**src/hdl/sdcs_pkg.sv**
```systemverilog
// Commands and decoding for the decoder end; modes shared by both ends
package sdcs_pkg;

  localparam int NUM_BANKS = 4;
  localparam int BANK_W    = 2;

  // Reset values
  localparam logic RST_CLOCK_GATE = 1'b1;

  typedef enum logic [3:0] {
    CMD_DESEL = 4'h0,
    CMD_NOP   = 4'h1,
    CMD_ACT   = 4'h2,
    CMD_READ  = 4'h3,
    CMD_WRITE = 4'h4,
    CMD_PRE   = 4'h5,
    CMD_MRS   = 4'h6,
    CMD_BST   = 4'h7,
    CMD_REF   = 4'h8
  } sdcs_cmd_t;

  typedef enum logic [1:0] {
    MODE_RUN     = 2'h0,
    MODE_SUSPEND = 2'h1,
    MODE_PDOWN   = 2'h2,
    MODE_SREF    = 2'h3
  } sdcs_mode_t;

  // Requests at the controller's user side
  typedef enum logic [3:0] {
    OP_NOP     = 4'h0,
    OP_ACT     = 4'h1,
    OP_READ    = 4'h2,
    OP_WRITE   = 4'h3,
    OP_PRE     = 4'h4,
    OP_PREALL  = 4'h5,
    OP_MRS     = 4'h6,
    OP_BST     = 4'h7,
    OP_REF     = 4'h8,
    OP_SREF    = 4'h9,
    OP_PDOWN   = 4'ha,
    OP_SUSPEND = 4'hb,
    OP_WAKE    = 4'hc
  } sdcs_op_t;

  function automatic sdcs_cmd_t sdcs_decode(input logic cs_n, input logic ras_n,
                                            input logic cas_n, input logic we_n);
    sdcs_cmd_t c;
    c = CMD_NOP;
    if (cs_n) begin
      c = CMD_DESEL;
    end else begin
      unique case ({ras_n, cas_n, we_n})
        3'h3: c = CMD_ACT;
        3'h5: c = CMD_READ;
        3'h4: c = CMD_WRITE;
        3'h2: c = CMD_PRE;
        3'h0: c = CMD_MRS;
        3'h7: c = CMD_NOP;
        3'h6: c = CMD_BST;
        3'h1: c = CMD_REF;
      endcase
    end
    return c;
  endfunction

  // Strobes legal on the edge that leaves a sleep mode
  function automatic logic sdcs_wake_ok(input logic cs_n, input logic ras_n,
                                        input logic cas_n);
    return cs_n | (ras_n & cas_n);
  endfunction

endpackage

```
**src/hdl/sdcs_if.sv**
```systemverilog
// Command pins from controller to decoder
`timescale 1ns/1ns
`default_nettype none
interface sdcs_if;
  logic                        chip_select_n;
  logic                        row_strobe_n;
  logic                        column_strobe_n;
  logic                        write_strobe_n;
  logic                        clock_gate;
  logic [sdcs_pkg::BANK_W-1:0] bank_select_bits;
  logic                        precharge_flag_bit;

  modport ctrl (
    output chip_select_n, row_strobe_n, column_strobe_n, write_strobe_n,
    output clock_gate, bank_select_bits, precharge_flag_bit
  );
  modport dev (
    input chip_select_n, row_strobe_n, column_strobe_n, write_strobe_n,
    input clock_gate, bank_select_bits, precharge_flag_bit
  );
endinterface
`default_nettype wire

```
**src/hdl/sdcs_device.sv**
```systemverilog
// Command decoder with power down, self refresh and clock suspend
// Function
// Sample command pins only at rising edge
// Decode activate, read, write, auto-precharge flag
// Activate/mode set idle; read/write active bank
// Precharge one bank or all banks
// Decode mode set, no-operation, deselect
// Burst stop only during full-page burst
// Idle refresh strobes: auto or self refresh
// Leave self refresh on clock gate rise
// Idle clock gate edges enter/exit power down
// Power down during burst becomes clock suspend
// Qualify commands with current and previous gate
// Controller keeps clock gate high for accesses
// Gate low with active bank: clock suspend
// Suspend freezes internal clock and burst
// Suspend takes effect one cycle after low
// Ignore all commands while suspended
// Resume one cycle after gate registered high
`timescale 1ns/1ns
`default_nettype none
module sdcs_device #(
  parameter int BURST_LEN = 8,
  parameter bit FULL_PAGE = 1'b0
) (
  input  wire logic                           CLK,
  input  wire logic                           RST_N,
  sdcs_if.dev                                 bus,
  output var  sdcs_pkg::sdcs_mode_t           MODE,
  output logic [sdcs_pkg::NUM_BANKS-1:0]      BANK_OPEN,
  output logic                                BURST_BUSY,
  output logic                                CLK_RUN,
  output logic                                CMD_VALID,
  output var  sdcs_pkg::sdcs_cmd_t            CMD,
  output logic [sdcs_pkg::BANK_W-1:0]         CMD_BANK,
  output logic                                CMD_AP,
  output logic                                PROTO_ERR
);

  localparam int CNT_W = $clog2(BURST_LEN + 1);
  localparam logic [CNT_W-1:0] BL_LOAD = CNT_W'(BURST_LEN);
  localparam logic [CNT_W-1:0] ONE     = CNT_W'(1);

  ////////////////////////////////////////////////////////////////////////////
  // State

  sdcs_pkg::sdcs_mode_t              mode, next_mode;
  logic                              clock_gate_prev, next_clock_gate_prev;
  logic [sdcs_pkg::NUM_BANKS-1:0]    bank_open, next_bank_open;
  logic [CNT_W-1:0]                  burst_left, next_burst_left;
  logic [sdcs_pkg::BANK_W-1:0]       burst_bank, next_burst_bank;
  logic                              burst_ap, next_burst_ap;
  logic                              burst_busy, next_burst_busy;
  logic                              clk_run, next_clk_run;
  logic                              cmd_valid, next_cmd_valid;
  sdcs_pkg::sdcs_cmd_t               cmd_q, next_cmd_q;
  logic [sdcs_pkg::BANK_W-1:0]       cmd_bank, next_cmd_bank;
  logic                              cmd_ap, next_cmd_ap;
  logic                              proto_err, next_proto_err;

  sdcs_pkg::sdcs_cmd_t               cmd;
  logic [sdcs_pkg::BANK_W-1:0]       bank;
  logic                              frozen;
  logic                              any_open;
  logic                              wake_ok;

  ////////////////////////////////////////////////////////////////////////////
  // Next state

  always_comb begin
    cmd     = sdcs_pkg::sdcs_decode(bus.chip_select_n, bus.row_strobe_n,
                                    bus.column_strobe_n, bus.write_strobe_n);
    bank    = bus.bank_select_bits;
    wake_ok = sdcs_pkg::sdcs_wake_ok(bus.chip_select_n, bus.row_strobe_n,
                                     bus.column_strobe_n);
    any_open = |bank_open;
    // Entry edge still runs; frozen from the next edge
    frozen  = (mode == sdcs_pkg::MODE_SUSPEND) && !clock_gate_prev;

    next_mode            = mode;
    next_clock_gate_prev = bus.clock_gate;
    next_bank_open       = bank_open;
    next_burst_left      = burst_left;
    next_burst_bank      = burst_bank;
    next_burst_ap        = burst_ap;
    next_cmd_valid       = 1'b0;
    next_cmd_q           = cmd_q;
    next_cmd_bank        = cmd_bank;
    next_cmd_ap          = cmd_ap;
    next_proto_err       = 1'b0;

    // A full-page burst runs until stopped or precharged
    if (!frozen && burst_busy && !FULL_PAGE) begin
      next_burst_left = burst_left - ONE;
      if (burst_left == ONE && burst_ap) begin
        next_bank_open[burst_bank] = 1'b0;
      end
    end

    unique case (mode)
      sdcs_pkg::MODE_RUN: begin
        if (clock_gate_prev) begin
          next_cmd_q    = cmd;
          next_cmd_bank = bank;
          next_cmd_ap   = bus.precharge_flag_bit;
          unique case (cmd)
            sdcs_pkg::CMD_ACT: begin
              next_cmd_valid = 1'b1;
              if (bank_open[bank]) begin
                next_proto_err = 1'b1;
              end else begin
                next_bank_open[bank] = 1'b1;
              end
            end
            sdcs_pkg::CMD_READ, sdcs_pkg::CMD_WRITE: begin
              next_cmd_valid = 1'b1;
              if (!bank_open[bank] || (FULL_PAGE && bus.precharge_flag_bit)) begin
                next_proto_err = 1'b1;
              end else begin
                // A new access cuts the running burst short
                next_burst_left = BL_LOAD;
                next_burst_bank = bank;
                next_burst_ap   = bus.precharge_flag_bit;
              end
            end
            sdcs_pkg::CMD_PRE: begin
              next_cmd_valid = 1'b1;
              if (bus.precharge_flag_bit) begin
                next_bank_open = '0;
                next_burst_left = '0;
              end else begin
                next_bank_open[bank] = 1'b0;
                if (bank == burst_bank) begin
                  next_burst_left = '0;
                end
              end
            end
            sdcs_pkg::CMD_MRS: begin
              next_cmd_valid = 1'b1;
              next_proto_err = any_open;
            end
            sdcs_pkg::CMD_BST: begin
              next_cmd_valid = 1'b1;
              if (FULL_PAGE && burst_busy) begin
                next_burst_left = '0;
              end else begin
                next_proto_err = 1'b1;
              end
            end
            sdcs_pkg::CMD_REF: begin
              // Gate falling: self refresh instead, or suspend with a bank open or a burst running
              if (bus.clock_gate) begin
                next_cmd_valid = 1'b1;
                next_proto_err = any_open;
              end
            end
            sdcs_pkg::CMD_NOP, sdcs_pkg::CMD_DESEL: begin
            end
          endcase
        end
        if (clock_gate_prev && !bus.clock_gate) begin
          if (any_open || burst_busy) begin
            next_mode = sdcs_pkg::MODE_SUSPEND;
          end else if (cmd == sdcs_pkg::CMD_REF) begin
            next_mode = sdcs_pkg::MODE_SREF;
          end else if (cmd == sdcs_pkg::CMD_NOP || cmd == sdcs_pkg::CMD_DESEL) begin
            next_mode = sdcs_pkg::MODE_PDOWN;
          end else begin
            next_mode = sdcs_pkg::MODE_SUSPEND;
          end
        end
      end
      sdcs_pkg::MODE_SUSPEND: begin
        if (!clock_gate_prev && bus.clock_gate) begin
          next_mode = sdcs_pkg::MODE_RUN;
        end
      end
      sdcs_pkg::MODE_PDOWN, sdcs_pkg::MODE_SREF: begin
        if (!clock_gate_prev && bus.clock_gate) begin
          if (wake_ok) begin
            next_mode = sdcs_pkg::MODE_RUN;
          end else begin
            next_proto_err = 1'b1;
          end
        end
      end
    endcase

    next_burst_busy = (next_burst_left != '0);
    next_clk_run    = !((next_mode == sdcs_pkg::MODE_SUSPEND) && !next_clock_gate_prev);
  end

  ////////////////////////////////////////////////////////////////////////////
  // Registers

  always_ff @(posedge CLK) begin
    if (!RST_N) begin
      mode            <= sdcs_pkg::MODE_RUN;
      clock_gate_prev <= sdcs_pkg::RST_CLOCK_GATE;
      bank_open       <= '0;
      burst_left      <= '0;
      burst_bank      <= '0;
      burst_ap        <= 1'b0;
      burst_busy      <= 1'b0;
      clk_run         <= 1'b1;
      cmd_valid       <= 1'b0;
      cmd_q           <= sdcs_pkg::CMD_DESEL;
      cmd_bank        <= '0;
      cmd_ap          <= 1'b0;
      proto_err       <= 1'b0;
    end else begin
      mode            <= next_mode;
      clock_gate_prev <= next_clock_gate_prev;
      bank_open       <= next_bank_open;
      burst_left      <= next_burst_left;
      burst_bank      <= next_burst_bank;
      burst_ap        <= next_burst_ap;
      burst_busy      <= next_burst_busy;
      clk_run         <= next_clk_run;
      cmd_valid       <= next_cmd_valid;
      cmd_q           <= next_cmd_q;
      cmd_bank        <= next_cmd_bank;
      cmd_ap          <= next_cmd_ap;
      proto_err       <= next_proto_err;
    end
  end

  assign MODE       = mode;
  assign BANK_OPEN  = bank_open;
  assign BURST_BUSY = burst_busy;
  assign CLK_RUN    = clk_run;
  assign CMD_VALID  = cmd_valid;
  assign CMD        = cmd_q;
  assign CMD_BANK   = cmd_bank;
  assign CMD_AP     = cmd_ap;
  assign PROTO_ERR  = proto_err;

endmodule
`default_nettype wire

```
**src/flat_wrapper.sv**
```systemverilog
// flat-port wrapper written by rule: the top's interface ports become plain ports
module sdcs_device_flat 
#(
  parameter int BURST_LEN = 8,
  parameter bit FULL_PAGE = 1'b0
)
  (CLK, RST_N, MODE, BANK_OPEN, BURST_BUSY, CLK_RUN, CMD_VALID, CMD, CMD_BANK, CMD_AP, PROTO_ERR, bus_chip_select_n, bus_row_strobe_n, bus_column_strobe_n, bus_write_strobe_n, bus_clock_gate, bus_bank_select_bits, bus_precharge_flag_bit);
  sdcs_if bus_i ();
  input  wire logic CLK;
  input  wire logic RST_N;
  output var  sdcs_pkg::sdcs_mode_t MODE;
  output logic [sdcs_pkg::NUM_BANKS-1:0] BANK_OPEN;
  output logic BURST_BUSY;
  output logic CLK_RUN;
  output logic CMD_VALID;
  output var  sdcs_pkg::sdcs_cmd_t CMD;
  output logic [sdcs_pkg::BANK_W-1:0] CMD_BANK;
  output logic CMD_AP;
  output logic PROTO_ERR;
  input wire logic [$bits(bus_i.chip_select_n)-1:0] bus_chip_select_n;
  input wire logic [$bits(bus_i.row_strobe_n)-1:0] bus_row_strobe_n;
  input wire logic [$bits(bus_i.column_strobe_n)-1:0] bus_column_strobe_n;
  input wire logic [$bits(bus_i.write_strobe_n)-1:0] bus_write_strobe_n;
  input wire logic [$bits(bus_i.clock_gate)-1:0] bus_clock_gate;
  input wire logic [$bits(bus_i.bank_select_bits)-1:0] bus_bank_select_bits;
  input wire logic [$bits(bus_i.precharge_flag_bit)-1:0] bus_precharge_flag_bit;
  assign bus_i.chip_select_n = bus_chip_select_n;
  assign bus_i.row_strobe_n = bus_row_strobe_n;
  assign bus_i.column_strobe_n = bus_column_strobe_n;
  assign bus_i.write_strobe_n = bus_write_strobe_n;
  assign bus_i.clock_gate = bus_clock_gate;
  assign bus_i.bank_select_bits = bus_bank_select_bits;
  assign bus_i.precharge_flag_bit = bus_precharge_flag_bit;
  sdcs_device #(.BURST_LEN(BURST_LEN), .FULL_PAGE(FULL_PAGE)) u_core (.CLK(CLK), .RST_N(RST_N), .bus(bus_i), .MODE(MODE), .BANK_OPEN(BANK_OPEN), .BURST_BUSY(BURST_BUSY), .CLK_RUN(CLK_RUN), .CMD_VALID(CMD_VALID), .CMD(CMD), .CMD_BANK(CMD_BANK), .CMD_AP(CMD_AP), .PROTO_ERR(PROTO_ERR));
endmodule
```
**config.mk**
```make
export PLATFORM = sky130hd
export DESIGN_NAME = sdcs_device_flat
export DESIGN_NICKNAME = d
export VERILOG_FILES = /design/src/hdl/sdcs_pkg.sv /design/src/hdl/sdcs_if.sv /design/src/hdl/sdcs_device.sv /design/src/flat_wrapper.sv
export SDC_FILE = /design/constraint.sdc
export NUM_CORES = 1
export LEC_CHECK = 0
export CAP_MARGIN = 20
export CORE_UTILIZATION = 62
export DETAILED_ROUTE_END_ITERATION = 8
export DONT_BUFFER_PORTS = 1
export MAX_ROUTING_LAYER = met4
export PLACE_DENSITY = 0.78
export SETUP_SLACK_MARGIN = 0.02
export SYNTH_ARGS = -nofsm -noshare
export SYNTH_HDL_FRONTEND = slang
export SYNTH_SLANG_ARGS = --single-unit
```
**constraint.sdc**
```tcl
create_clock -name CLK -period 2.05 [get_ports CLK]
set_input_delay 0.205 -clock CLK [delete_from_list [all_inputs] [get_ports CLK]]
set_output_delay 0.205 -clock CLK [all_outputs]
set_load 0.02 [all_outputs]
```
==> results of run 1 <==
==> cell type report <==
| class | instances | area [um2] | area share |
|---|---|---|---|
| repair buffers | 11 | 95.09 | 0.06056 |
| multi-input cells | 132 | 883.3 | 0.5625 |
| well taps | 28 | 35.03 | 0.02231 |
| clock buffers | 3 | 22.52 | 0.01434 |
| clock inverters | 1 | 7.507 | 0.004781 |
| flip-flops and latches | 25 | 500.5 | 0.3187 |
| inverters | 7 | 26.28 | 0.01673 |
==> worst register-to-register path, cell delays in order, from the launching register on <==
cell	delay, ns
sky130_fd_sc_hd__dfxtp_1	0.45
sky130_fd_sc_hd__or3b_1	0.45
sky130_fd_sc_hd__buf_4	0.23
sky130_fd_sc_hd__nor2_1	0.21
sky130_fd_sc_hd__nand3_1	0.11
sky130_fd_sc_hd__nor4_1	0.25
sky130_fd_sc_hd__o211a_1	0.17
==> stage by stage <==
stage | power [mW] | std cells
after floorplan | 1.064 | 176
after CTS | 1.382 | 205
after global placement | 1.130 | 198
final | 1.383 | 207
after global routing | 1.471 | 207
after detailed placement | 1.149 | 198
==> synth_stat cells (4+ instances only) <==
master and n:
sky130_fd_sc_hd__buf_2 5, sky130_fd_sc_hd__nand2b_1 11, sky130_fd_sc_hd__clkbuf_1 7, sky130_fd_sc_hd__inv_1 7, sky130_fd_sc_hd__nand2_1 14, sky130_fd_sc_hd__a21oi_1 8
sky130_fd_sc_hd__nor2b_1 9, sky130_fd_sc_hd__nand3_1 7, sky130_fd_sc_hd__dfxtp_1 25, sky130_fd_sc_hd__mux2i_1 6, sky130_fd_sc_hd__nor2_1 8, sky130_fd_sc_hd__o21ai_0 11
sky130_fd_sc_hd__xnor2_1 4, sky130_fd_sc_hd__xor2_1 4, sky130_fd_sc_hd__nor3_1 9
==> timing repair <==
action / 4_1_cts / 5_1_grt
hold buffers: 3 / 2
endpoints found under the setup margin: 0 / 0
hold endpoints to repair: 6 / 3
==> flip-flops by register name, indices dropped and copies added, names as in the netlist <==
signal	flops
u_core.burst_bank	2
u_core.burst_ap	1
u_core.CLK_RUN	1
u_core.BURST_BUSY	1
u_core.CMD_BANK	2
u_core.CMD	4
u_core.burst_left	4
u_core.BANK_OPEN	4
u_core.clock_gate_prev	1
u_core.CMD_AP	1
u_core.CMD_VALID	1
u_core.MODE	2
u_core.PROTO_ERR	1
==> cells by family (layout without fill, tap and decap cells) <==
family | after synthesis | after routing | share of synthesized area
AND/OR/NAND/NOR | 75 | 75 | 0.2971
AO/OA/AOI/OAI | 39 | 39 | 0.1772
flip-flops | 25 | 25 | 0.3425
buffers and inverters | 19 | 22 | 0.05309
XOR/XNOR | 8 | 8 | 0.04794
multiplexers | 7 | 7 | 0.05651
adder cells (fa/ha/maj) | 3 | 3 | 0.02569
==> power breakdown <==
part | switching, mW | total [mW] | leakage (nW) | internal (mW)
combinational | 0.262 | 0.504 | 0.357 | 0.242
sequential | 0.0878 | 0.649 | 0.205 | 0.561
clock | 0.155 | 0.229 | 0.0139 | 0.0746
total | 0.505 | 1.38 | 0.575 | 0.878
==> routing by layer <==
layer  up-vias  GRT usage  share of wire
li1        627          -              -
met1       586     0.3459           0.45
met2        53     0.4356           0.47
met3         4    0.04848          0.069
met4         0    0.08796          0.011
met5         -          -              0
==> worst min path at each step <==
stage | start | slack (ns) | cells after the start | to
2_1_floorplan | bus_clock_gate | 0.32 | 1 | u_core.clock_gate_prev$_SDFF_PN1_
3_3_place_gp | RST_N | 0.30 | 1 | u_core.clock_gate_prev$_SDFF_PN1_
3_5_place_dp | RST_N | 0.30 | 1 | u_core.clock_gate_prev$_SDFF_PN1_
4_1_cts | RST_N | 0.0007 | 1 | u_core.CMD_BANK[0]$_SDFFE_PN0P_
5_1_grt | RST_N | 0.002 | 1 | u_core.CMD[2]$_SDFFE_PN0P_
6_report | bus_bank_select_bits[0] | 0.002 | 2 | u_core.burst_bank[0]$_SDFFE_PN0P_
==> cells in the final DEF, fill, tap and decap left out, types with 3 or more instances in the layout <==
cell type	instances
sky130_fd_sc_hd__dfxtp_1	25
sky130_fd_sc_hd__nand2_1	14
sky130_fd_sc_hd__o21ai_0	11
sky130_fd_sc_hd__nand2b_1	11
sky130_fd_sc_hd__nor3_1	9
sky130_fd_sc_hd__nor2b_1	9
sky130_fd_sc_hd__a21oi_1	8
sky130_fd_sc_hd__nor2_1	8
sky130_fd_sc_hd__inv_1	7
sky130_fd_sc_hd__nand3_1	7
sky130_fd_sc_hd__mux2i_1	6
sky130_fd_sc_hd__buf_4	6
sky130_fd_sc_hd__dlygate4sd3_1	5
sky130_fd_sc_hd__xnor2_1	4
sky130_fd_sc_hd__xor2_1	4
sky130_fd_sc_hd__o21a_1	3
sky130_fd_sc_hd__nand3b_1	3
sky130_fd_sc_hd__a211oi_1	3
sky130_fd_sc_hd__ha_1	3
sky130_fd_sc_hd__clkbuf_4	3
==> impl_summary.log, run 1 <==
[metrics] Setup Skew: 0.007127 ns
[metrics] final cell area excluding filler cells: 1570 um2
[metrics] cell types occupying the most area after synthesis: sky130_fd_sc_hd__dfxtp_1 34%, sky130_fd_sc_hd__nand2b_1 4.7%, sky130_fd_sc_hd__mux2i_1 4.1%, sky130_fd_sc_hd__nor2b_1 3.9%, sky130_fd_sc_hd__o21ai_0 3.8%
[metrics] clock-pin slew of the registers on the worst-case setup and hold paths: 0.14 ns
[metrics] last element of the critical path: u_core.BANK_OPEN[0]$_SDFF_PN0_
[metrics] synthesis-to-layout area growth: 7.449%
[metrics] CP Buf/Inv Count: 1
[metrics] global placer's final weighted congestion: 0.8921
[metrics] library cell occupying the most area in the post-synthesis netlist: sky130_fd_sc_hd__dfxtp_1
[metrics] worst rel slew slack: 0.7329
[metrics] unrepaired setup endpoints after global routing: no
[metrics] max incr delay on CP: 0.45 ns
[metrics] count of final max-slew check failures: 0
[metrics] Hold Path Class: input port to flop
[metrics] FF-to-FF setup slack: 0.15 ns
[metrics] effective utilization at floorplan: 0.6606
[metrics] data required time of the worst path: 2.33 ns
[metrics] largest net degree at the start of global routing: 23
[metrics] total routing usage reported by global routing: 0.2716
[metrics] vias in the first global route: between 1k and 1.5k
[metrics] final WL: between 3000 and 4000 um
[metrics] capture instance of the worst register-to-register path: u_core.BANK_OPEN[0]$_SDFF_PN0_
[metrics] status: finished, final reports clean
[metrics] static leakage power: between 0.5 and 0.6 nW
[metrics] DR pass1 iterations: 4
[metrics] share of the synthesized area in the top cell type: 0.3425
[metrics] post-synthesis instance total: 176
[metrics] Placeable Area: 2212 um2
[metrics] post-synthesis sequential area ratio: 0.3425
[metrics] max-cap violation count: 0
[metrics] IO Pins: 27
[metrics] Port Buffers: 0
[metrics] global-route wire length before repair: between 5000 and 6000 um
[metrics] number of cells on the worst reg-to-reg path: 6
[metrics] Final #Nets: 193
[metrics] Power Density: roughly 880 nW/um2
[metrics] setup slack after placement: roughly 0.16 ns
[metrics] post-synth cell types: 41
[metrics] count of flip-flops with a built-in enable after synthesis: 0
[metrics] Detailed Place HPWL: 2215 um
[metrics] Post-Syn Area per Cell: 8.303 um2
[metrics] per-cell routed wire length: 15.20 um
[metrics] critical path depth: 6
[metrics] worst hold slack: about 0.0021 ns
[metrics] CP Data Arrival Time: 2.19 ns
[metrics] element type at the critical path start: flop
[metrics] Root Buffer: sky130_fd_sc_hd__clkbuf_4
[metrics] time the final worst path needs with I/O delays and setup: 1.902 ns
[metrics] maximum resistive drop on vdd: 0.5753 mV
[metrics] main flop type after synthesis: sky130_fd_sc_hd__dfxtp_1
[metrics] full die area: 2555 um2
[metrics] kind of cell adding the most delay to the critical path: simple AND/OR/NAND/NOR gates
[metrics] Setup Crit Path Kind: flop to flop
[metrics] CTS tree: yes
[metrics] buffer depth of the longest clock path: 2
[metrics] final hold violation count: 0
[metrics] total inserted antenna cells: 0
[metrics] FFs w/ async S/R, synth: 0
[metrics] initial DRC count: 36
[metrics] Via density: 6.135
[metrics] antenna violations before repair: 0
[metrics] type of destination of the critical path: flop
[metrics] die boundary width: 50.55 um
[metrics] CP max-delay cell: sky130_fd_sc_hd__dfxtp_1
[metrics] area of placed instances: 1490 um2
[metrics] Core Util, Final: 0.7098
[metrics] final critical-path setup slack: 0.1475 ns
[metrics] highest achievable clock rate: 525.6 MHz
[metrics] maximum fanout encountered on the critical timing path: 14
[metrics] CP Cell Sequence: or3b_1 -> buf_4 -> nor2_1 -> nand3_1 -> nor4_1 -> o211a_1
[metrics] FF+latch count, synth: 25
[metrics] maximum level of the CTS H-tree: 1
[metrics] vertical die dimension: 50.55 um
[metrics] Yosys warning total: 0
[metrics] number of CTS-inserted buffers: 3
[metrics] DR vias: 1270
[metrics] post-route ant nets: 0
[metrics] measured slew at the worst slew-check pin: 0.3977 ns
[metrics] clock net sink count: 25
[metrics] Setup TNS: 0 ns
[metrics] Overflow after GRT: 0
[metrics] portion of the clock cycle consumed by the worst path in the final layout: 0.9280
[metrics] fraction of layout cells with a size suffix above 1: 0.08380
[metrics] Post-Syn Area: 1461 um2
[metrics] total of fill cells in the finished design: 200
[metrics] synthesized netlist net count: between 150 and 200
[metrics] cts repair resizes: 0
[metrics] residual DRC count: 0
[metrics] Final setup viols: 0
[metrics] source-to-sink clock delay at the later pin of the worst-skew pair: 0.32 ns
[metrics] number of placement rows: 17
[metrics] Setup Fix Bufs, Post-CTS: 0
[metrics] Critical Path Source: u_core.clock_gate_prev$_SDFF_PN1_
[metrics] reg-to-reg critical path startpoint: u_core.clock_gate_prev$_SDFF_PN1_
No activity file was read; power rests on OpenSTA's default activity.
==> inputs of run 2 (changes only) <==
ABC_AREA = 1   (was unset)
CORE_ASPECT_RATIO = 1.2   (was unset)
CORE_UTILIZATION = 56   (was 62)
PLACE_DENSITY = 0.74   (was 0.78)
clock period = 1.53 ns   (was 2.05 ns; I/O delays follow)
==> run 2 against run 1 <==
Effect of this change: cell area up 5.0%; sequential cell count unchanged; total power up 39%; worst hold slack better by 0.0060 ns; largest cell class unchanged.
==> impl_summary.log, run 2 <==
[metrics] status: finished, final reports clean
[metrics] Post-Syn Area: 1450 um2 (-0.77%)
[metrics] final critical-path setup slack: 0.1101 ns (-0.03743 ns)
[metrics] Final #Nets: 241 (+25%)
[metrics] library cell occupying the most area in the post-synthesis netlist: sky130_fd_sc_hd__dfxtp_1
[metrics] element type at the critical path start: flop
[metrics] IO Pins: 27 (unchanged)
[metrics] Root Buffer: sky130_fd_sc_hd__clkbuf_4
[metrics] Placeable Area: 2377 um2 (+7.5%)
[metrics] Via density: 5.616 (-8.5%)
[metrics] share of the synthesized area in the top cell type: 0.3451 (+0.002659)
[metrics] maximum level of the CTS H-tree: 1 (unchanged)
[metrics] reg-to-reg critical path startpoint: u_core.BANK_OPEN[0]$_SDFF_PN0_
[metrics] worst rel slew slack: 0.6601 (-0.07276)
[metrics] global placer's final weighted congestion: 0.9494 (+6.4%)
[metrics] source-to-sink clock delay at the later pin of the worst-skew pair: 0.33 ns (about the same)
[metrics] post-synthesis instance total: 210 (+19%)
[metrics] FF-to-FF setup slack: 0.11 ns (-0.04 ns)
[metrics] Synth top cells by count: 45 x sky130_fd_sc_hd__nand2_1, 26 x sky130_fd_sc_hd__inv_1, 25 x sky130_fd_sc_hd__dfxtp_1
[metrics] max-cap violation count: 0 (unchanged)
[metrics] total of fill cells in the finished design: 209 (+4.5%)
[metrics] post-route ant nets: 0 (unchanged)
[metrics] final hold violation count: 0 (unchanged)
[metrics] count of flip-flops with a built-in enable after synthesis: 0 (unchanged)
[metrics] global-route wire length before repair: 5858 um (+12%)
[metrics] total inserted antenna cells: 0 (unchanged)
[metrics] highest-count cells in the layout ignoring fill and taps: 45 x sky130_fd_sc_hd__nand2_1, 26 x sky130_fd_sc_hd__inv_1, 23 x sky130_fd_sc_hd__dfxtp_1, 16 x sky130_fd_sc_hd__nor2_1, 16 x sky130_fd_sc_hd__a21oi_1
[metrics] Setup Skew: 0.005786 ns (-0.001341 ns)
[metrics] worst hold slack: 0.008075 ns (+0.005991 ns)
[metrics] non-filler cells in the finished layout: 258 (+25%)
[metrics] CP Data Arrival Time: 1.65 ns (-0.54 ns)
[metrics] buffer depth of the longest clock path: 2 (unchanged)
[metrics] final WL: 3592 um (+14%)
[metrics] Power Density: 1162 nW/um2 (+32%)
[metrics] DR pass1 iterations: 5 (+1)
[metrics] fraction of layout cells with a size suffix above 1: 0.1982 (+0.1144)
[metrics] portion of the clock cycle consumed by the worst path in the final layout: 0.9280 (about the same)
[metrics] unrepaired setup endpoints after global routing: yes
[metrics] per-cell routed wire length: 13.92 um (-8.4%)
[metrics] die boundary width: 48.46 um (-4.1%)
[metrics] antenna violations before repair: 0 (unchanged)
[metrics] post-synthesis sequential area ratio: 0.3451 (+0.002659)
[metrics] clock-pin slew of the registers on the worst-case setup and hold paths: 0.13 ns (about the same)
[metrics] Yosys warning total: 0 (unchanged)
[metrics] full die area: 2798 um2 (+9.5%)
[metrics] Detailed Place HPWL: 2687 um (+21%)
[metrics] maximum resistive drop on vdd: 0.7613 mV (+32%)
[metrics] depth of the worst hold-timing path: 3 (+1)
[metrics] main flop type after synthesis: sky130_fd_sc_hd__dfxtp_1
[metrics] DR vias: 1449 (+14%)
[metrics] post-synth cell types: 33 (-20%)
[metrics] measured slew at the worst slew-check pin: 0.5098 ns (+0.1121 ns)
[metrics] residual DRC count: 0 (unchanged)
[metrics] synthesis-to-layout area growth: 13.72%
[metrics] count of final max-slew check failures: 0 (unchanged)
[metrics] type of destination of the critical path: flop
[metrics] clock net sink count: 25 (unchanged)
[metrics] Final setup viols: 0 (unchanged)
[metrics] number of cells on the worst reg-to-reg path: 7 (+1)
[metrics] max incr delay on CP: 0.33 ns (-0.12 ns)
[metrics] capture instance of the worst register-to-register path: u_core.PROTO_ERR$_SDFF_PN0_
[metrics] number of placement rows: 19 (+2)
[metrics] static leakage power: 0.7788 nW (+35%)
[metrics] Post-Syn Area per Cell: 6.905 um2 (-17%)
[metrics] largest net degree at the start of global routing: 15 (-35%)
[metrics] number of placed instances, taps included: 250 (+26%)
[metrics] setup slack after placement: -0.09117 ns (-0.2547 ns)
[metrics] CP Cell Sequence: or2_2 -> nor3_2 -> nand2_1 -> nand3_1 -> o21ai_0 -> o21ai_1 -> a21oi_1
[metrics] data required time of the worst path: 1.76 ns (-0.57 ns)
[metrics] effective utilization at floorplan: 0.6100 (-0.05063)
[metrics] vias in the first global route: 1387 (+16%)
[metrics] number of CTS-inserted buffers: 3 (unchanged)
[metrics] FFs w/ async S/R, synth: 0 (unchanged)
[metrics] total routing usage reported by global routing: 0.2785 (+0.006855)
[metrics] cell types occupying the most area after synthesis: sky130_fd_sc_hd__dfxtp_1 35%, sky130_fd_sc_hd__nand2_1 12%, sky130_fd_sc_hd__inv_1 6.7%, sky130_fd_sc_hd__a21oi_1 5.5%, sky130_fd_sc_hd__nand3_1 4.8%
[metrics] Hold Path Class: input port to flop
[metrics] Overflow after GRT: 0 (unchanged)
[metrics] last element of the critical path: u_core.PROTO_ERR$_SDFF_PN0_
[metrics] maximum fanout encountered on the critical timing path: 2 (-12)
[metrics] most frequent cell after synthesis: sky130_fd_sc_hd__nand2_1
[metrics] Port Buffers: 0 (unchanged)
[metrics] CP max-delay cell: sky130_fd_sc_hd__dfxtp_1
[metrics] Critical Path Source: u_core.BANK_OPEN[0]$_SDFF_PN0_
[metrics] FF+latch count, synth: 25 (unchanged)
[metrics] synthesized netlist net count: 223 (+18%)
[metrics] CTS tree: yes
[metrics] Setup Fix Bufs, Post-CTS: 0 (unchanged)
[metrics] highest achievable clock rate: 704.3 MHz (+34%)
[metrics] initial DRC count: 53 (+47%)
[metrics] vertical die dimension: 57.75 um (+14%)
[metrics] Setup Crit Path Kind: flop to flop
[metrics] leading cell type in the layout, fill and taps excluded: sky130_fd_sc_hd__nand2_1
[metrics] time the final worst path needs with I/O delays and setup: 1.420 ns (-0.4826 ns)
==> run 2: cell types whose count changed in the layout (fill, tap and decap cells not counted), sizes merged, moves of 6 or more <==
| cell | previous run | this run |
|---|---|---|
| mux2i | 6 | 0 |
| buf | 6 | 12 |
| inv | 7 | 33 |
| nand2 | 14 | 50 |
| nand3 | 7 | 16 |
| nor2b | 9 | 0 |
| a21oi | 8 | 17 |
| nand2b | 11 | 0 |
| nor2 | 8 | 22 |
==> run 2: final cells by class <==
type | count | area [um2] | area share
flip-flops and latches | 25 | 503.0 | 0.3050
repair buffers | 16 | 132.6 | 0.08042
well taps | 31 | 38.79 | 0.02352
inverters | 34 | 127.6 | 0.07739
clock buffers | 4 | 26.28 | 0.01593
multi-input cells | 148 | 820.8 | 0.4977
==> run 2: repair_timing <==
action,4_1_cts,5_1_grt
hold buffers,3,1
hold endpoints to repair,15,1
setup endpoints to repair,0,8
resized for setup,0,7
==> run 2: report_power, final <==
| group | switching [mW] | internal (mW) |
|---|---|---|
| Sequential | 0.126 | 0.760 |
| Clock | 0.211 | 0.103 |
| Combinational | 0.438 | 0.279 |
| Total | 0.775 | 1.14 |
==> run 2: cells by family (layout without fill, tap and decap cells) <==
logic type,after synthesis,after routing,share of synthesized area
buf+inv,37,54,0.1018
xor+xnor,2,2,0.01208
flops,25,25,0.3451
fa+ha+maj,3,3,0.02589
simple gates,100,100,0.3477
compound gates,43,43,0.1674
==> run 2: critical path, delay by kind of cell, from the launching register on <==
family | cells | cell delay [ns]
flip-flops | 1 | 0.33
AO/OA/AOI/OAI | 3 | 0.33
AND/OR/NAND/NOR | 4 | 0.66
==> run 2: routing by layer <==
layer | share of wire | vias to the layer above | GRT usage
met3 | 0.056 | 13 | 0.05249
met2 | 0.51 | 51 | 0.5091
met5 | 0 | - | -
met4 | 0.034 | 0 | 0.1555
met1 | 0.40 | 661 | 0.2797
li1 | - | 724 | -
==> run 2: through the flow <==
step / utilization / power, mW / TNS [ns] / area (um2)
after floorplan: - / 1.416 / 0 / 1450
after global placement: 0.6558 / 1.557 / 0 / 1559
after detailed placement: 0.6558 / 1.582 / -0.1711 / 1559
after CTS: 0.6795 / 1.895 / 0 / 1615
after global routing: 0.6937 / 2.037 / 0 / 1649
final: 0.6937 / 1.917 / 0 / 1649
==> run 2: how the worst min path moves through the flow <==
stage | startpoint | endpoint | slack (ns)
after floorplan | RST_N | u_core.clock_gate_prev$_SDFF_PN1_ | 0.24
after global placement | RST_N | u_core.clock_gate_prev$_SDFF_PN1_ | 0.25
after detailed placement | RST_N | u_core.clock_gate_prev$_SDFF_PN1_ | 0.25
after CTS | bus_bank_select_bits[1] | u_core.CMD_BANK[1]$_SDFFE_PN0P_ | 0.004
after global routing | RST_N | u_core.CMD[3]$_SDFFE_PN0P_ | 0.007
final | bus_chip_select_n | u_core.PROTO_ERR$_SDFF_PN0_ | 0.008
==> inputs of run 3 (changes only) <==
ABC_AREA = unset   (was 1)
==> run 3 against run 2 <==
Effect of this change: the flow now finishes with violations (setup timing); die area increased by 0.75%; sequential cell count unchanged; sequential share of layout area decreased by 3.1 points; fmax decreased by 9.3%; cell count decreased by 12%; highest routed layer unchanged.
==> impl_summary.log, run 3 (synthesized netlist as in run 1, its figures left out) <==
[metrics] Via density: 5.991 (+6.7%)
[metrics] effective utilization at floorplan: 0.6147 (+0.004737)
[metrics] Root Buffer: sky130_fd_sc_hd__clkbuf_4
[metrics] global placer's final weighted congestion: 0.8234 (-13%)
[metrics] buffer depth of the longest clock path: 2 (unchanged)
[metrics] FF-to-FF setup slack: -0.04 ns (-0.15 ns)
[metrics] Setup Skew: 0.01248 ns (+0.006691 ns)
[metrics] type of destination of the critical path: flop
[metrics] IO Pins: 27 (unchanged)
[metrics] highest-count cells in the layout ignoring fill and taps: 20 x sky130_fd_sc_hd__dfxtp_1, 18 x sky130_fd_sc_hd__buf_4, 12 x sky130_fd_sc_hd__nand2_1, 11 x sky130_fd_sc_hd__nand2b_1, 9 x sky130_fd_sc_hd__nor2b_1
[metrics] vias in the first global route: 1328 (-4.3%)
[metrics] clock network fraction of total power: 0.142 (-0.021)
[metrics] net load switching power: 753.9 uW (-2.7%)
[metrics] Port Buffers: 0 (unchanged)
[metrics] die boundary width: 48.64 um (+0.37%)
[metrics] global-route wire length before repair: 5775 um (-1.4%)
[metrics] sum of internal, switching and leakage power: 2.070 mW (+8.0%)
[metrics] status: finished, violations left
[metrics] final critical-path setup slack: -0.03562 ns (-0.1457 ns)
[metrics] CP Data Arrival Time: 1.79 ns (+0.14 ns)
[metrics] worst rel slew slack: 0.4445 (-0.2157)
[metrics] Setup TNS: -0.2294 ns (-0.2294 ns)
[metrics] total routing usage reported by global routing: 0.2727 (-0.005777)
[metrics] area of placed instances: 1642 um2 (+5.3%)
[metrics] number of cells on the worst reg-to-reg path: 6 (-1)
[metrics] Power Density: 1112 nW/um2 (-4.3%)
[metrics] element type at the critical path start: flop
[metrics] maximum resistive drop on vdd: 0.9056 mV (+19%)
[metrics] CTS tree: yes
[metrics] total inserted antenna cells: 0 (unchanged)
[metrics] leading cell type in the layout, fill and taps excluded: sky130_fd_sc_hd__dfxtp_1
[metrics] number of placement rows: 19 (unchanged)
[metrics] final hold violation count: 0 (unchanged)
[metrics] maximum level of the CTS H-tree: 1 (unchanged)
[metrics] clock net sink count: 25 (unchanged)
[metrics] max-cap violation count: 0 (unchanged)
[metrics] sequential share of power: 0.420 (-0.042)
[metrics] portion of the clock cycle consumed by the worst path in the final layout: 1.023 (+0.09525)
[metrics] total of fill cells in the finished design: 174 (-17%)
[metrics] Internal Power: 1.316 mW (+15%)
[metrics] per-cell routed wire length: 16.33 um (+17%)
[metrics] Placeable Area: 2377 um2 (unchanged)
[metrics] Detailed Place HPWL: 2454 um (-8.7%)
[metrics] post-route ant nets: 0 (unchanged)
[metrics] residual DRC count: 0 (unchanged)
[metrics] Critical Path Source: u_core.MODE[1]$_SDFF_PN0_
[metrics] violations in the final reports: setup timing
[metrics] DR pass1 iterations: 4 (-1)
[metrics] Core Util, Final: 0.7832 (+0.08947)
[metrics] largest net degree at the start of global routing: 25 (+10)
[metrics] synthesis-to-layout area growth: 27.40%
[metrics] full die area: 2819 um2 (+0.75%)
[metrics] reg-to-reg critical path startpoint: u_core.MODE[1]$_SDFF_PN0_
[metrics] highest achievable clock rate: 638.7 MHz (-9.3%)
[metrics] Overflow after GRT: 0 (unchanged)
[metrics] vertical die dimension: 57.96 um (+0.37%)
[metrics] data required time of the worst path: 1.75 ns (about the same)
[metrics] sw frac: 0.3642 (-0.04014)
[metrics] unrepaired setup endpoints after global routing: yes
[metrics] maximum fanout encountered on the critical timing path: 4 (+2)
[metrics] part of the total power dissipated in combinational logic: 0.437 (+0.063)
[metrics] Final setup viols: 13 (+13)
[metrics] number of CTS-inserted buffers: 3 (unchanged)
[metrics] initial DRC count: 18 (-66%)
[metrics] final cell area excluding filler cells: 1862 um2 (+13%)
[metrics] Setup Crit Path Kind: flop to flop
[metrics] time the final worst path needs with I/O delays and setup: 1.566 ns (+0.1457 ns)
[metrics] capture instance of the worst register-to-register path: u_core.BANK_OPEN[2]$_SDFF_PN0_
[metrics] measured slew at the worst slew-check pin: 0.8306 ns (+0.3208 ns)
[metrics] worst hold slack: 0.006038 ns (-0.002037 ns)
[metrics] Final #Nets: 209 (-13%)
[metrics] antenna violations before repair: 0 (unchanged)
[metrics] count of final max-slew check failures: 0 (unchanged)
[metrics] static leakage power: 0.6956 nW (-11%)
[metrics] source-to-sink clock delay at the later pin of the worst-skew pair: 0.32 ns (about the same)
[metrics] final WL: 3691 um (+2.8%)
[metrics] last element of the critical path: u_core.BANK_OPEN[2]$_SDFF_PN0_
[metrics] fraction of layout cells with a size suffix above 1: 0.2872 (+0.08894)
[metrics] DR vias: 1354 (-6.6%)
[metrics] clock-pin slew of the registers on the worst-case setup and hold paths: 0.14 ns (about the same)
[metrics] Hold Path Class: input port to flop
[run 3: changes by cell type in the layout (fill, tap and decap cells not counted), sizes merged, moves of 4 or more]
cell    delta
o21ai      -5
buf        +9
nand3      -9
nand2     -36
xnor2      +4
nand2b    +11
mux2i      +6
a21oi      -9
inv       -26
nor2b      +9
nor2      -14
nor3       +5
nand4      -4
[run 3: layout make-up]
type | count | area [um2] | area share
multi-input combinational | 132 | 1023 | 0.5497
sequential | 25 | 509.2 | 0.2735
timing repair buffer | 27 | 237.7 | 0.1277
tap | 31 | 38.79 | 0.02083
clock buffer | 4 | 26.28 | 0.01411
inverter | 7 | 26.28 | 0.01411
[run 3: worst min-delay path by stage]
stage,start,to,slack (ns),cells past startpoint
final,bus_bank_select_bits[0],u_core.CMD_BANK[0]$_SDFFE_PN0P_,0.006,2
after global routing,bus_bank_select_bits[0],u_core.CMD_BANK[0]$_SDFFE_PN0P_,0.02,2
after CTS,bus_bank_select_bits[0],u_core.BANK_OPEN[1]$_SDFF_PN0_,0.003,2
after detailed placement,RST_N,u_core.clock_gate_prev$_SDFF_PN1_,0.25,1
after global placement,RST_N,u_core.clock_gate_prev$_SDFF_PN1_,0.25,1
after floorplan,bus_clock_gate,u_core.clock_gate_prev$_SDFF_PN1_,0.27,1
[run 3: power groups by stage]
stage               clock (mW)  combinational (mW)  sequential (mW)
global route             0.317               0.990            0.885
finish                   0.295               0.905            0.870
detailed placement           0               0.743            0.879
floorplan                    0               0.557            0.907
global placement             0               0.720            0.876
CTS                      0.301               0.816            0.865
[run 3: stage by stage]
| stage | std cells | setup WS [ns] |
|---|---|---|
| 2_1_floorplan | 176 | -0.1603 |
| 3_3_place_gp | 214 | -0.05396 |
| 3_5_place_dp | 214 | -0.08707 |
| 4_1_cts | 223 | -0.04853 |
| 5_1_grt | 226 | -0.1175 |
| 6_report | 226 | -0.03562 |
[run 3: per-layer routing]
| metal | part of all wire | vias to the layer above | track usage |
|---|---|---|---|
| met5 | 0 | - | - |
| met4 | 0.0095 | 0 | 0.1303 |
| met3 | 0.039 | 4 | 0.03412 |
| met2 | 0.53 | 44 | 0.4702 |
| met1 | 0.42 | 641 | 0.3141 |
| li1 | - | 665 | - |
[run 3: what timing repair did]
action,in CTS,in global routing
setup endpoints to repair,13,15
setup buffers,0,2
pin swaps,2,6
hold buffers,5,1
endpoints found under the hold margin,22,1
gates resized for setup,7,22
[run 3: worst max-delay path, stage by stage, from the launching register on]
cell and delay (ns):
sky130_fd_sc_hd__dfxtp_4 0.36, sky130_fd_sc_hd__or3b_4 0.41, sky130_fd_sc_hd__nor4_4 0.30, sky130_fd_sc_hd__buf_4 0.19, sky130_fd_sc_hd__nand2_2 0.05, sky130_fd_sc_hd__o2111ai_2 0.07, sky130_fd_sc_hd__o21ai_1 0.09
